<file path="src/pkg/sstal_pkg.sv">
// Package: register map, field layouts and constants of the servo status block
package sstal_pkg;
  localparam int unsigned CLK_HZ       = 50_000_000;
  localparam int unsigned UV_TIME_MS   = 60;
  localparam int unsigned UV_CYCLES    = CLK_HZ / 1000 * UV_TIME_MS;
  localparam int unsigned START_MS     = 3;
  localparam int unsigned START_CYCLES = CLK_HZ / 1000 * START_MS;

  localparam logic [7:0] ADDR_CMD     = 8'h00;
  localparam logic [7:0] ADDR_STATUS  = 8'h04;
  localparam logic [7:0] ADDR_INPOS   = 8'h08;
  localparam logic [7:0] ADDR_NEAR    = 8'h0C;
  localparam logic [7:0] ADDR_FWDLIM  = 8'h10;
  localparam logic [7:0] ADDR_REVLIM  = 8'h14;
  localparam logic [7:0] ADDR_SECLIM  = 8'h18;
  localparam logic [7:0] ADDR_SCALEA  = 8'h1C;
  localparam logic [7:0] ADDR_SCALEB  = 8'h20;
  localparam logic [7:0] ADDR_ALCODE  = 8'h24;

  // Command word bits
  localparam int unsigned CMD_SERVO  = 0;
  localparam int unsigned CMD_FWD    = 1;
  localparam int unsigned CMD_REV    = 2;
  localparam int unsigned CMD_LIMSEL = 3;
  localparam int unsigned CMD_CLRA   = 4;
  localparam int unsigned CMD_CLRB   = 5;
  localparam int unsigned CMD_INCR   = 6;

  // Status word bits
  localparam int unsigned ST_DONE  = 0;
  localparam int unsigned ST_NEAR  = 1;
  localparam int unsigned ST_INPOS = 2;
  localparam int unsigned ST_TLIM  = 3;
  localparam int unsigned ST_ALARM = 4;
  localparam int unsigned ST_HOME  = 5;
  localparam int unsigned ST_BUSY  = 6;

  localparam logic [15:0] UV_BUS_LIMIT = 16'h00C8;
  localparam logic [15:0] SCALE_RST    = 16'h0001;
  localparam logic [15:0] LIMIT_RST    = 16'h7FFF;
  localparam logic [1:0]  RESP_OKAY    = 2'h0;
  localparam logic [1:0]  RESP_SLVERR  = 2'h2;

  typedef enum logic [2:0] {
    SSTAL_AL_NONE  = 3'h0,
    SSTAL_AL_UV    = 3'h1,
    SSTAL_AL_OC    = 3'h2,
    SSTAL_AL_OL1   = 3'h3,
    SSTAL_AL_OL2   = 3'h4,
    SSTAL_AL_REGEN = 3'h5
  } sstal_alarm_t;

  // Motor-side sensing bundle
  typedef struct packed {
    logic signed [31:0] pos_cmd;
    logic signed [31:0] pos_fb;
    logic signed [15:0] torque_req;
    logic [15:0]        bus_volt;
    logic               ctrl_pwr_ok;
    logic               fault_oc;
    logic               fault_ol1;
    logic               fault_ol2;
    logic               fault_regen;
    logic               cmd_done;
    logic               panel_set;
  } sstal_sense_t;
endpackage : sstal_pkg

</file>
<file path="src/design/sstal_top.sv">
// Servo status, torque limit and alarm logic with AXI4-Lite registers
// Functional notes
// RULE_01: Done flag only while enabled; timing follows in-position range.
// RULE_02: Near flag only while enabled; zero range tracks command finish.
// RULE_03: In-position: feedback error within range, only while enabled.
// RULE_04: Output torque always clamped to active forward or reverse limit.
// RULE_05: Select 0 uses quadrant limits; 1 uses secondary limit if smaller. Code uses it only when below both forward and reverse limits.
// RULE_06: Torque-limiting flag when torque reaches the selected limit.
// RULE_07: Any alarm immediately cuts power stage drive.
// RULE_08: Alarm cleared by power cycle, panel set key, or reset bit rising.
// RULE_09: Clears ignored while alarm cause persists; alarm stays latched.
// RULE_10: Undervoltage alarm when control power loss lasts 60 ms or more.
// RULE_11: Undervoltage alarm when enabled and bus voltage 200 V or below.
// RULE_12: Incremental mode loses home on any alarm; host must rehome.
// RULE_13: Encoder pulse period set by two output scaling settings.
// RULE_14: Host drops servo enable on alarm and resumes after reset.
// RULE_15: Host starts moves only after done, or near-target with zero range.
// RULE_16: Move starts on start command rising edge within 3 ms.
// RULE_17: Alarm code tells undervoltage, overcurrent, overload, regen apart.
//
// The AXI4-Lite slave port and the placing of the registers were decided locally.
`timescale 1ns/10ps
module sstal_top
  import sstal_pkg::*;
#(
  parameter int unsigned UV_CNT    = sstal_pkg::UV_CYCLES,
  parameter int unsigned START_CNT = sstal_pkg::START_CYCLES
) (
  // Clock and reset
  input  wire logic                    i_clk,
  input  wire logic                    i_arst_n,
  // AXI4-Lite write
  input  wire logic [7:0]              i_awaddr,
  input  wire logic                    i_awvalid,
  output logic                         o_awready,
  input  wire logic [31:0]             i_wdata,
  input  wire logic [3:0]              i_wstrb,
  input  wire logic                    i_wvalid,
  output logic                         o_wready,
  output logic [1:0]                   o_bresp,
  output logic                         o_bvalid,
  input  wire logic                    i_bready,
  // AXI4-Lite read
  input  wire logic [7:0]              i_araddr,
  input  wire logic                    i_arvalid,
  output logic                         o_arready,
  output logic [31:0]                  o_rdata,
  output logic [1:0]                   o_rresp,
  output logic                         o_rvalid,
  input  wire logic                    i_rready,
  // Motor side sensing
  input  wire sstal_pkg::sstal_sense_t i_sense,
  input  wire logic                    i_fb_step,
  // Drive outputs
  output logic signed [15:0]           o_torque,
  output logic                         o_drive_en,
  output logic                         o_move_start,
  output logic                         o_enc_pulse,
  output logic                         o_move_done_flag,
  output logic                         o_near_target_flag,
  output logic                         o_in_position_signal,
  output logic                         o_torque_limiting_flag,
  output logic                         o_alarm
);
  import sstal_pkg::*;

  typedef enum logic [2:0] {
    SSTAL_IDLE = 3'b001,
    SSTAL_WAIT = 3'b010,
    SSTAL_MOVE = 3'b100
  } sstal_state_t;

  // Sensing passes two flops; data words assumed stable per sample
  sstal_sense_t sense_m;
  sstal_sense_t sense;
  logic         step_m;
  logic         step_s;
  always_ff @(posedge i_clk or negedge i_arst_n) begin
    if (!i_arst_n) begin
      sense_m <= '0;
      sense   <= '0;
      step_m  <= 1'b0;
      step_s  <= 1'b0;
    end else begin
      sense_m <= i_sense;
      sense   <= sense_m;
      step_m  <= i_fb_step;
      step_s  <= step_m;
    end
  end

  // Registers
  logic [6:0]  cmd;
  logic [15:0] inpos_rng;
  logic [15:0] near_rng;
  logic [15:0] fwd_lim;
  logic [15:0] rev_lim;
  logic [15:0] sec_lim;
  logic [15:0] scale_a;
  logic [15:0] scale_b;
  logic [6:0]  cmd_q;
  logic [6:0]  status;

  // AXI4-Lite write path
  logic       aw_hold;
  logic       w_hold;
  logic [7:0] aw_addr;
  logic [31:0] w_data;
  logic [3:0] w_strb;
  wire        aw_take = i_awvalid && o_awready;
  wire        w_take  = i_wvalid && o_wready;
  wire        wr_go   = aw_hold && w_hold && !o_bvalid;
  wire        wr_hit  = (aw_addr == ADDR_CMD) || (aw_addr == ADDR_INPOS) ||
                        (aw_addr == ADDR_NEAR) || (aw_addr == ADDR_FWDLIM) ||
                        (aw_addr == ADDR_REVLIM) || (aw_addr == ADDR_SECLIM) ||
                        (aw_addr == ADDR_SCALEA) || (aw_addr == ADDR_SCALEB);

  function automatic logic [15:0] merge16(input logic [15:0] old,
                                          input logic [31:0] d,
                                          input logic [3:0]  s);
    merge16 = {s[1] ? d[15:8] : old[15:8], s[0] ? d[7:0] : old[7:0]};
  endfunction : merge16

  always_ff @(posedge i_clk or negedge i_arst_n) begin
    if (!i_arst_n) begin
      aw_hold   <= 1'b0;
      w_hold    <= 1'b0;
      aw_addr   <= 8'h00;
      w_data    <= 32'h0000_0000;
      w_strb    <= 4'h0;
      o_awready <= 1'b1;
      o_wready  <= 1'b1;
      o_bvalid  <= 1'b0;
      o_bresp   <= RESP_OKAY;
    end else begin
      if (aw_take) begin
        aw_hold   <= 1'b1;
        aw_addr   <= i_awaddr;
        o_awready <= 1'b0;
      end
      if (w_take) begin
        w_hold   <= 1'b1;
        w_data   <= i_wdata;
        w_strb   <= i_wstrb;
        o_wready <= 1'b0;
      end
      if (wr_go) begin
        aw_hold  <= 1'b0;
        w_hold   <= 1'b0;
        o_bvalid <= 1'b1;
        o_bresp  <= wr_hit ? RESP_OKAY : RESP_SLVERR;
      end else if (o_bvalid && i_bready) begin
        o_bvalid  <= 1'b0;
        o_awready <= 1'b1;
        o_wready  <= 1'b1;
      end
    end
  end

  always_ff @(posedge i_clk or negedge i_arst_n) begin
    if (!i_arst_n) begin
      cmd       <= 7'h00;
      inpos_rng <= 16'h0000;
      near_rng  <= 16'h0000;
      fwd_lim   <= LIMIT_RST;
      rev_lim   <= LIMIT_RST;
      sec_lim   <= LIMIT_RST;
      scale_a   <= SCALE_RST;
      scale_b   <= SCALE_RST;
    end else if (wr_go && w_strb[0]) begin
      if (aw_addr == ADDR_CMD) begin
        cmd <= w_data[6:0];
      end else if (aw_addr == ADDR_INPOS) begin
        inpos_rng <= merge16(inpos_rng, w_data, w_strb);
      end else if (aw_addr == ADDR_NEAR) begin
        near_rng <= merge16(near_rng, w_data, w_strb);
      end else if (aw_addr == ADDR_FWDLIM) begin
        fwd_lim <= merge16(fwd_lim, w_data, w_strb);
      end else if (aw_addr == ADDR_REVLIM) begin
        rev_lim <= merge16(rev_lim, w_data, w_strb);
      end else if (aw_addr == ADDR_SECLIM) begin
        sec_lim <= merge16(sec_lim, w_data, w_strb);
      end else if (aw_addr == ADDR_SCALEA) begin
        scale_a <= merge16(scale_a, w_data, w_strb);
      end else if (aw_addr == ADDR_SCALEB) begin
        scale_b <= merge16(scale_b, w_data, w_strb);
      end
    end
  end

  // AXI4-Lite read path
  sstal_alarm_t alarm_code;
  logic [31:0]  rd_mux;
  logic         rd_hit;
  always_comb begin
    rd_mux = 32'h0000_0000;
    rd_hit = 1'b1;
    if (i_araddr == ADDR_CMD) begin
      rd_mux = {25'h0, cmd};
    end else if (i_araddr == ADDR_STATUS) begin
      rd_mux = {25'h0, status};
    end else if (i_araddr == ADDR_INPOS) begin
      rd_mux = {16'h0, inpos_rng};
    end else if (i_araddr == ADDR_NEAR) begin
      rd_mux = {16'h0, near_rng};
    end else if (i_araddr == ADDR_FWDLIM) begin
      rd_mux = {16'h0, fwd_lim};
    end else if (i_araddr == ADDR_REVLIM) begin
      rd_mux = {16'h0, rev_lim};
    end else if (i_araddr == ADDR_SECLIM) begin
      rd_mux = {16'h0, sec_lim};
    end else if (i_araddr == ADDR_SCALEA) begin
      rd_mux = {16'h0, scale_a};
    end else if (i_araddr == ADDR_SCALEB) begin
      rd_mux = {16'h0, scale_b};
    end else if (i_araddr == ADDR_ALCODE) begin
      rd_mux = {29'h0, alarm_code}; // RULE_17
    end else begin
      rd_hit = 1'b0;
    end
  end

  always_ff @(posedge i_clk or negedge i_arst_n) begin
    if (!i_arst_n) begin
      o_arready <= 1'b1;
      o_rvalid  <= 1'b0;
      o_rdata   <= 32'h0000_0000;
      o_rresp   <= RESP_OKAY;
    end else if (i_arvalid && o_arready) begin
      o_arready <= 1'b0;
      o_rvalid  <= 1'b1;
      o_rdata   <= rd_mux;
      o_rresp   <= rd_hit ? RESP_OKAY : RESP_SLVERR;
    end else if (o_rvalid && i_rready) begin
      o_rvalid  <= 1'b0;
      o_arready <= 1'b1;
    end
  end

  // Alarm causes; the first cause seen is the one latched
  logic [22:0] uv_cnt;
  wire uv_power = (uv_cnt >= 23'(UV_CNT)); // RULE_10
  wire uv_bus   = cmd[CMD_SERVO] && (sense.bus_volt <= UV_BUS_LIMIT); // RULE_11
  wire cause_uv = uv_power || uv_bus;
  sstal_alarm_t cause_code;
  assign cause_code = cause_uv          ? SSTAL_AL_UV    :
                      sense.fault_oc    ? SSTAL_AL_OC    :
                      sense.fault_ol1   ? SSTAL_AL_OL1   :
                      sense.fault_ol2   ? SSTAL_AL_OL2   :
                      sense.fault_regen ? SSTAL_AL_REGEN : SSTAL_AL_NONE;
  wire cause_any = (cause_code != SSTAL_AL_NONE);

  always_ff @(posedge i_clk or negedge i_arst_n) begin
    if (!i_arst_n) begin
      uv_cnt <= 23'h0;
    end else if (sense.ctrl_pwr_ok) begin
      uv_cnt <= 23'h0;
    end else if (!uv_power) begin
      uv_cnt <= uv_cnt + 23'h1;
    end
  end

  wire clr_edge = (cmd[CMD_CLRA] && !cmd_q[CMD_CLRA]) ||
                  (cmd[CMD_CLRB] && !cmd_q[CMD_CLRB]) ||
                  sense.panel_set; // RULE_08
  wire alarm_on = (alarm_code != SSTAL_AL_NONE);

  // Power cycle clears through i_arst_n; clear loses to a live cause
  always_ff @(posedge i_clk or negedge i_arst_n) begin
    if (!i_arst_n) begin
      alarm_code <= SSTAL_AL_NONE;
    end else if (!alarm_on && cause_any) begin
      alarm_code <= cause_code;
    end else if (alarm_on && clr_edge && !cause_any) begin
      alarm_code <= SSTAL_AL_NONE; // RULE_09
    end
  end

  ahold_a: assert property (@(posedge i_clk) disable iff (!i_arst_n) // RULE_09
    alarm_on && cause_any |=> alarm_on) else $error("alarm cleared early");
  clr_a: assert property (@(posedge i_clk) disable iff (!i_arst_n) // RULE_08
    alarm_on && clr_edge && !cause_any |=> !alarm_on)
    else $error("alarm not cleared");

  // Home position
  logic home_ok;
  always_ff @(posedge i_clk or negedge i_arst_n) begin
    if (!i_arst_n) begin
      home_ok <= 1'b0;
    end else if (cmd[CMD_INCR] && (alarm_on || cause_any)) begin
      home_ok <= 1'b0; // RULE_12
    end else if (sense.cmd_done && !alarm_on) begin
      home_ok <= 1'b1;
    end
  end

  // Start sequencer
  sstal_state_t state;
  logic [17:0]  st_cnt;
  wire start_edge = (cmd[CMD_FWD] && !cmd_q[CMD_FWD]) ||
                    (cmd[CMD_REV] && !cmd_q[CMD_REV]);
  wire enabled = cmd[CMD_SERVO] && !alarm_on;
  always_ff @(posedge i_clk or negedge i_arst_n) begin
    if (!i_arst_n) begin
      state        <= SSTAL_IDLE;
      st_cnt       <= 18'h0;
      o_move_start <= 1'b0;
      cmd_q        <= 7'h00;
    end else begin
      cmd_q        <= cmd;
      o_move_start <= 1'b0;
      case (state)
        SSTAL_IDLE: begin
          if (start_edge && enabled) begin
            state  <= SSTAL_WAIT;
            st_cnt <= 18'h0;
          end
        end
        SSTAL_WAIT: begin
          if (!enabled) begin
            state <= SSTAL_IDLE;
          end else if (st_cnt >= 18'(START_CNT - 1)) begin
            state        <= SSTAL_MOVE;
            o_move_start <= 1'b1; // RULE_16
          end else begin
            st_cnt <= st_cnt + 18'h1;
          end
        end
        SSTAL_MOVE: begin
          if (!enabled || sense.cmd_done) begin
            state <= SSTAL_IDLE;
          end
        end
        default: state <= SSTAL_IDLE;
      endcase
    end
  end

  // Positioning flags
  wire signed [32:0] err = 33'(sense.pos_cmd) - 33'(sense.pos_fb);
  wire [32:0] abs_err = err[32] ? 33'(-err) : 33'(err);
  wire in_rng   = abs_err <= {17'h0, inpos_rng};
  wire near_rng_hit = (near_rng == 16'h0000) ? sense.cmd_done :
                      (abs_err <= {17'h0, near_rng});
  wire next_done = enabled && sense.cmd_done && in_rng;
  wire next_near = enabled && near_rng_hit;
  wire next_inp  = enabled && in_rng;

  // Torque limit selection by quadrant
  wire signed [15:0] trq = sense.torque_req;
  wire [15:0] quad_lim = trq[15] ? rev_lim : fwd_lim;
  wire sec_used = cmd[CMD_LIMSEL] && (sec_lim < fwd_lim) &&
                  (sec_lim < rev_lim); // RULE_05
  wire [15:0] act_lim = sec_used ? sec_lim : quad_lim;
  wire [15:0] mag = trq[15] ? 16'(-trq) : 16'(trq);
  wire at_lim = mag >= act_lim; // RULE_06
  wire signed [15:0] clamped = !at_lim ? trq :
                               (trq[15] ? 16'(-act_lim) : act_lim); // RULE_04

  always_ff @(posedge i_clk or negedge i_arst_n) begin
    if (!i_arst_n) begin
      o_torque               <= 16'h0000;
      o_drive_en             <= 1'b0;
      o_move_done_flag       <= 1'b0;
      o_near_target_flag     <= 1'b0;
      o_in_position_signal   <= 1'b0;
      o_torque_limiting_flag <= 1'b0;
      o_alarm                <= 1'b0;
      status                 <= 7'h00;
    end else begin
      o_drive_en             <= enabled && !cause_any; // RULE_07
      o_torque               <= (enabled && !cause_any) ? clamped : 16'h0000;
      o_move_done_flag       <= next_done; // RULE_01
      o_near_target_flag     <= next_near; // RULE_02
      o_in_position_signal   <= next_inp; // RULE_03
      o_torque_limiting_flag <= enabled && at_lim;
      o_alarm                <= alarm_on || cause_any;
      status <= {state != SSTAL_IDLE, home_ok, alarm_on || cause_any,
                 enabled && at_lim, next_inp, next_near, next_done};
    end
  end

  cut_a: assert property (@(posedge i_clk) disable iff (!i_arst_n) // RULE_07
    cause_any |=> !o_drive_en && (o_torque == 16'h0000))
    else $error("drive not cut on alarm");
  clamp_a: assert property (@(posedge i_clk) disable iff (!i_arst_n) // RULE_04
    enabled && !cause_any && !at_lim |=> o_torque == $past(trq))
    else $error("torque changed below limit");
  flags_a: assert property (@(posedge i_clk) disable iff (!i_arst_n) // RULE_01
    !enabled |=> !o_move_done_flag && !o_near_target_flag &&
    !o_in_position_signal) else $error("flag while disabled");
  start_a: assert property (@(posedge i_clk) disable iff (!i_arst_n) // RULE_16
    $rose(o_move_start) |-> $past(state == SSTAL_WAIT))
    else $error("start without wait");

  sstal_pulse_div sstal_pulse_div_inst (
    .i_clk     (i_clk),
    .i_arst_n  (i_arst_n),
    .i_scale_a (scale_a),
    .i_scale_b (scale_b),
    .i_step    (step_s),
    .o_pulse   (o_enc_pulse)
  );
endmodule : sstal_top

</file>
<file path="src/design/sstal_pulse_div.sv">
// Encoder pulse output divider
`timescale 1ns/10ps
module sstal_pulse_div (
  // Clock and reset
  input  wire logic        i_clk,
  input  wire logic        i_arst_n,
  // Scaling and motion
  input  wire logic [15:0] i_scale_a,
  input  wire logic [15:0] i_scale_b,
  input  wire logic        i_step,
  // Pulse out
  output logic             o_pulse
);
  logic [31:0] acc;
  logic [31:0] next_acc;
  logic [15:0] den;
  assign den = (i_scale_b == 16'h0000) ? 16'h0001 : i_scale_b;
  // Ratio a/b of feedback steps toggles the output, setting its period
  assign next_acc = i_step ? acc + {16'h0000, i_scale_a} : acc;
  always_ff @(posedge i_clk or negedge i_arst_n) begin
    if (!i_arst_n) begin
      acc     <= 32'h0000_0000;
      o_pulse <= 1'b0;
    end else if (next_acc >= {16'h0000, den}) begin
      acc     <= next_acc - {16'h0000, den}; // RULE_13
      o_pulse <= ~o_pulse;
    end else begin
      acc <= next_acc;
    end
  end
endmodule : sstal_pulse_div

</file>
<file path="config.mk">
export PLATFORM = sky130hd
export DESIGN_NAME = sstal_top
export DESIGN_NICKNAME = d
export VERILOG_FILES = /design/src/pkg/sstal_pkg.sv /design/src/design/sstal_top.sv /design/src/design/sstal_pulse_div.sv
export SDC_FILE = /design/constraint.sdc
export NUM_CORES = 1
export LEC_CHECK = 0
export BUFFER_PORTS_ARGS = -buffer_cell sky130_fd_sc_hd__buf_2
export CAP_MARGIN = 0
export CORE_MARGIN = 2
export CORE_UTILIZATION = 47
export CTS_CLUSTER_SIZE = 28
export DETAILED_ROUTE_END_ITERATION = 6
export GPL_ROUTABILITY_DRIVEN = 0
export PLACE_DENSITY = 0.65
export SLEW_MARGIN = 20
export SYNTH_ARGS = -nofsm -noshare
export SYNTH_HDL_FRONTEND = slang
export SYNTH_SLANG_ARGS = --single-unit
</file>
<file path="constraint.sdc">
create_clock -name i_clk -period 11 [get_ports i_clk]
set_input_delay 0.55 -clock i_clk [delete_from_list [all_inputs] [get_ports i_clk]]
set_output_delay 0.55 -clock i_clk [all_outputs]
set_load 0.03 [all_outputs]
</file>
==> run metrics <==
drc violations 0; Slew HR 32.1%; 1st-iter DRT viols 1755; Routed WL about 68000 um; Via density 5.77; Slew Limit Fails 0; Core Util, Final 53.3%; IR Drop Worst-Case VDD between 150 and 200 uV; Post-Syn Area about 27000 sq um; vias in the first global route between 20000 and 25000; critical path type register to register; multi-input logic area 13200 sq um; CTS tree done; core area 56300 sq um; clk sinks roughly 500; Nets 3118; Starting Density a little under half; Synth Instances about 2600; WL per Instance 18.8 um; R2R setup slack 5.14 ns; antenna-violating nets left 0; final setup fails 0; Leak Pwr 13.4 nW; YS warnings 0; hold crit path type input pin to async pin; Avg Inst Size Synth slightly above 10 sq um; GRT Util Overall 22.7%; die height roughly 240 um; crit path DAT 6.40 ns; post-synthesis sequential area ratio 45.9%; synthesis-to-finish area growth 12.2%; Crit. End Element register; R2R cell count 25; CTS max path bufs 3; ys flop type dfrtp_1; Placement Cell Area 28200 sq um; DR vias 20800; FILL cells 5030; Hold WS around 0.036 ns; # Post-CTS Setup Buffers 0; Die ar. 58800 sq um; hpwl dp 49900 um; cts bufs inserted 51; pwr dens 188 nW/um^2; setup TNS 0 ns; grt ovf 0; status finished, final reports clean; Post-synth EDFFs 0; layout cells sized above 1 19.7%; largest net degree at the start of global routing 156; crit share post-route 53.3%; IO Count 228; maxcap violations 0; Pre-Repair DR Iteration Count 6; global-route wire length before repair ~110000 um; final instance area 30000 sq um; H-tree depth 2; initial antenna violation count 1; Worst-path clk slew 0.06 ns; root buf cell clkbuf_16; Fmax 171 MHz; die width ~240 um; post-CTS sizing 0; number of hold buffers added after cts 0; Worst Path Required 11.53 ns; Clock Latency Late Sink 0.62 ns; reg2reg start scale_a[1]; Worst Setup Start Kind register; Synth cell types 107; ys async rst share 100%; Worst Skew roughly 0.022 ns; register area 12300 sq um; Slew @ Worst Pin 1.01 ns; peak fanout along the critical path 33; Port Buffers approximately 190; Critical Path Start scale_a[1]; post-synthesis sequential element count between 400 and 500; fin crit period around 5.9 ns; Final Hold Fails 0; RSZ-0062 raised after global routing no; row cnt 87; worst reg2reg path endpoint sstal_pulse_div_inst.acc[19]
kinds of logic (layout without fill, tap and decap cells):
kind of cell             count (synthesis)  count (layout)  synth area share, %
multiplexers                           194             194                 7.98
XOR/XNOR                               129             129                 4.23
AND/OR/NAND/NOR                        773             773                 14.6
other                                    1              19               0.0140
buffers and inverters                  281             464                 4.74
AO/OA/AOI/OAI                          629             629                 15.4
flip-flops                             488             488                 45.9
adder cells (fa/ha/maj)                151             151                 7.16
worst max path at each step:
| stage | end | slack [ns] |
|---|---|---|
| floorplan | o_torque[1] | 5.57 |
| global placement | sstal_pulse_div_inst.acc[19] | 5.34 |
| detailed placement | sstal_pulse_div_inst.acc[19] | 5.21 |
| CTS | sstal_pulse_div_inst.acc[19] | 5.20 |
| global route | sstal_pulse_div_inst.acc[19] | 4.67 |
| finish | sstal_pulse_div_inst.acc[19] | 5.14 |
state kept, by name, indices dropped and copies added (netlist names), 18 cells and up:
signal                    count
sense                        87
sense_m                     103
sstal_pulse_div_inst.acc     32
st_cnt                       18
uv_cnt                       23
synth_stat cells, types with 29 or more instances:
cell | n | share of area [%]
a211oi_1 | 29 | 0.81
a21o_1 | 45 | 1.3
a21oi_1 | 157 | 2.9
clkbuf_1 | 74 | 1.0
dfrtp_1 | 437 | 41
dfstp_2 | 51 | 5.0
ha_1 | 148 | 6.9
inv_1 | 155 | 2.2
mux2_2 | 151 | 6.4
mux2i_1 | 43 | 1.6
nand2_1 | 231 | 3.2
nand3_1 | 60 | 1.1
nand4_1 | 46 | 1.1
nor2_1 | 159 | 2.2
nor3_1 | 56 | 1.0
o21ai_0 | 165 | 3.1
xnor2_1 | 74 | 2.4
xor2_1 | 55 | 1.8
routing by layer:
metal	vias up	wire, um	GRT usage, %
met5	-	0	0
met4	0	2770	9.48
met3	170	4040	3.77
met2	678	32900	38.8
met1	10100	27800	28.4
li1	9808	-	-
power by group:
part | internal [W] | total (W) | switching (W)
clock network | 0.00106 | 0.00180 | 0.000749
logic | 0.000645 | 0.00151 | 0.000866
registers | 0.00201 | 0.00231 | 0.000294
total | 0.00371 | 0.00562 | 0.00191
critical path: stages, from the launching register on:
cell,delay (ns)
dfrtp_1,0.41
ha_1,0.31
a21o_1,0.16
a21o_1,0.22
a211oi_1,0.35
o31ai_1,0.26
a21o_1,0.23
a21oi_1,0.26
o21bai_1,0.11
a21oi_1,0.18
xnor2_1,0.08
mux2_2,0.28
ha_1,0.36
a21o_1,0.20
a21oi_1,0.14
nor2b_1,0.07
nor2_1,0.12
o21ai_0,0.13
inv_1,0.07
nand3_1,0.07
a211oi_1,0.54
nand4_1,0.30
buf_4,0.34
nor2b_1,0.24
mux2i_1,0.19
xor2_1,0.16
per-stage QoR:
| stage | total power [W] | std cells | setup slack [ns] |
|---|---|---|---|
| 2_1_floorplan | 0.00335 | 2663 | 5.57 |
| 3_3_place_gp | 0.00375 | 3507 | 5.34 |
| 3_5_place_dp | 0.00381 | 3507 | 5.21 |
| 4_1_cts | 0.00564 | 3602 | 5.20 |
| 5_1_grt | 0.00592 | 3603 | 4.67 |
| 6_report | 0.00562 | 3603 | 5.14 |
layout make-up:
cell class              instances  share of cell area [%]
diodes                          1                 0.00835
clock buffers                  68                    4.84
clock inverters                27                    1.10
inverters                     156                    1.95
multi-input cells            1894                    44.2
flip-flops and latches        488                    41.0
well taps                     756                    3.16
repair buffers                213                    3.82
layout by cell type (no fill, tap or decap), types with 28 or more instances in the layout:
master     Yosys  routed
nand2_1      231     231
xnor2_1       74      74
clkbuf_16      0      51
o21ai_0      165     165
a31oi_1       28      28
mux2_2       151     151
mux2i_1       43      43
ha_1         148     148
dfstp_2       51      51
a21o_1        45      45
a211oi_1      29      29
nor3_1        56      56
xor2_1        55      55
nand3_1       60      60
a21oi_1      157     157
nand4_1       46      46
dfrtp_1      437     437
inv_1        155     155
nor2_1       159     158
buf_2          8     190
(Power assumes the default switching activity.)
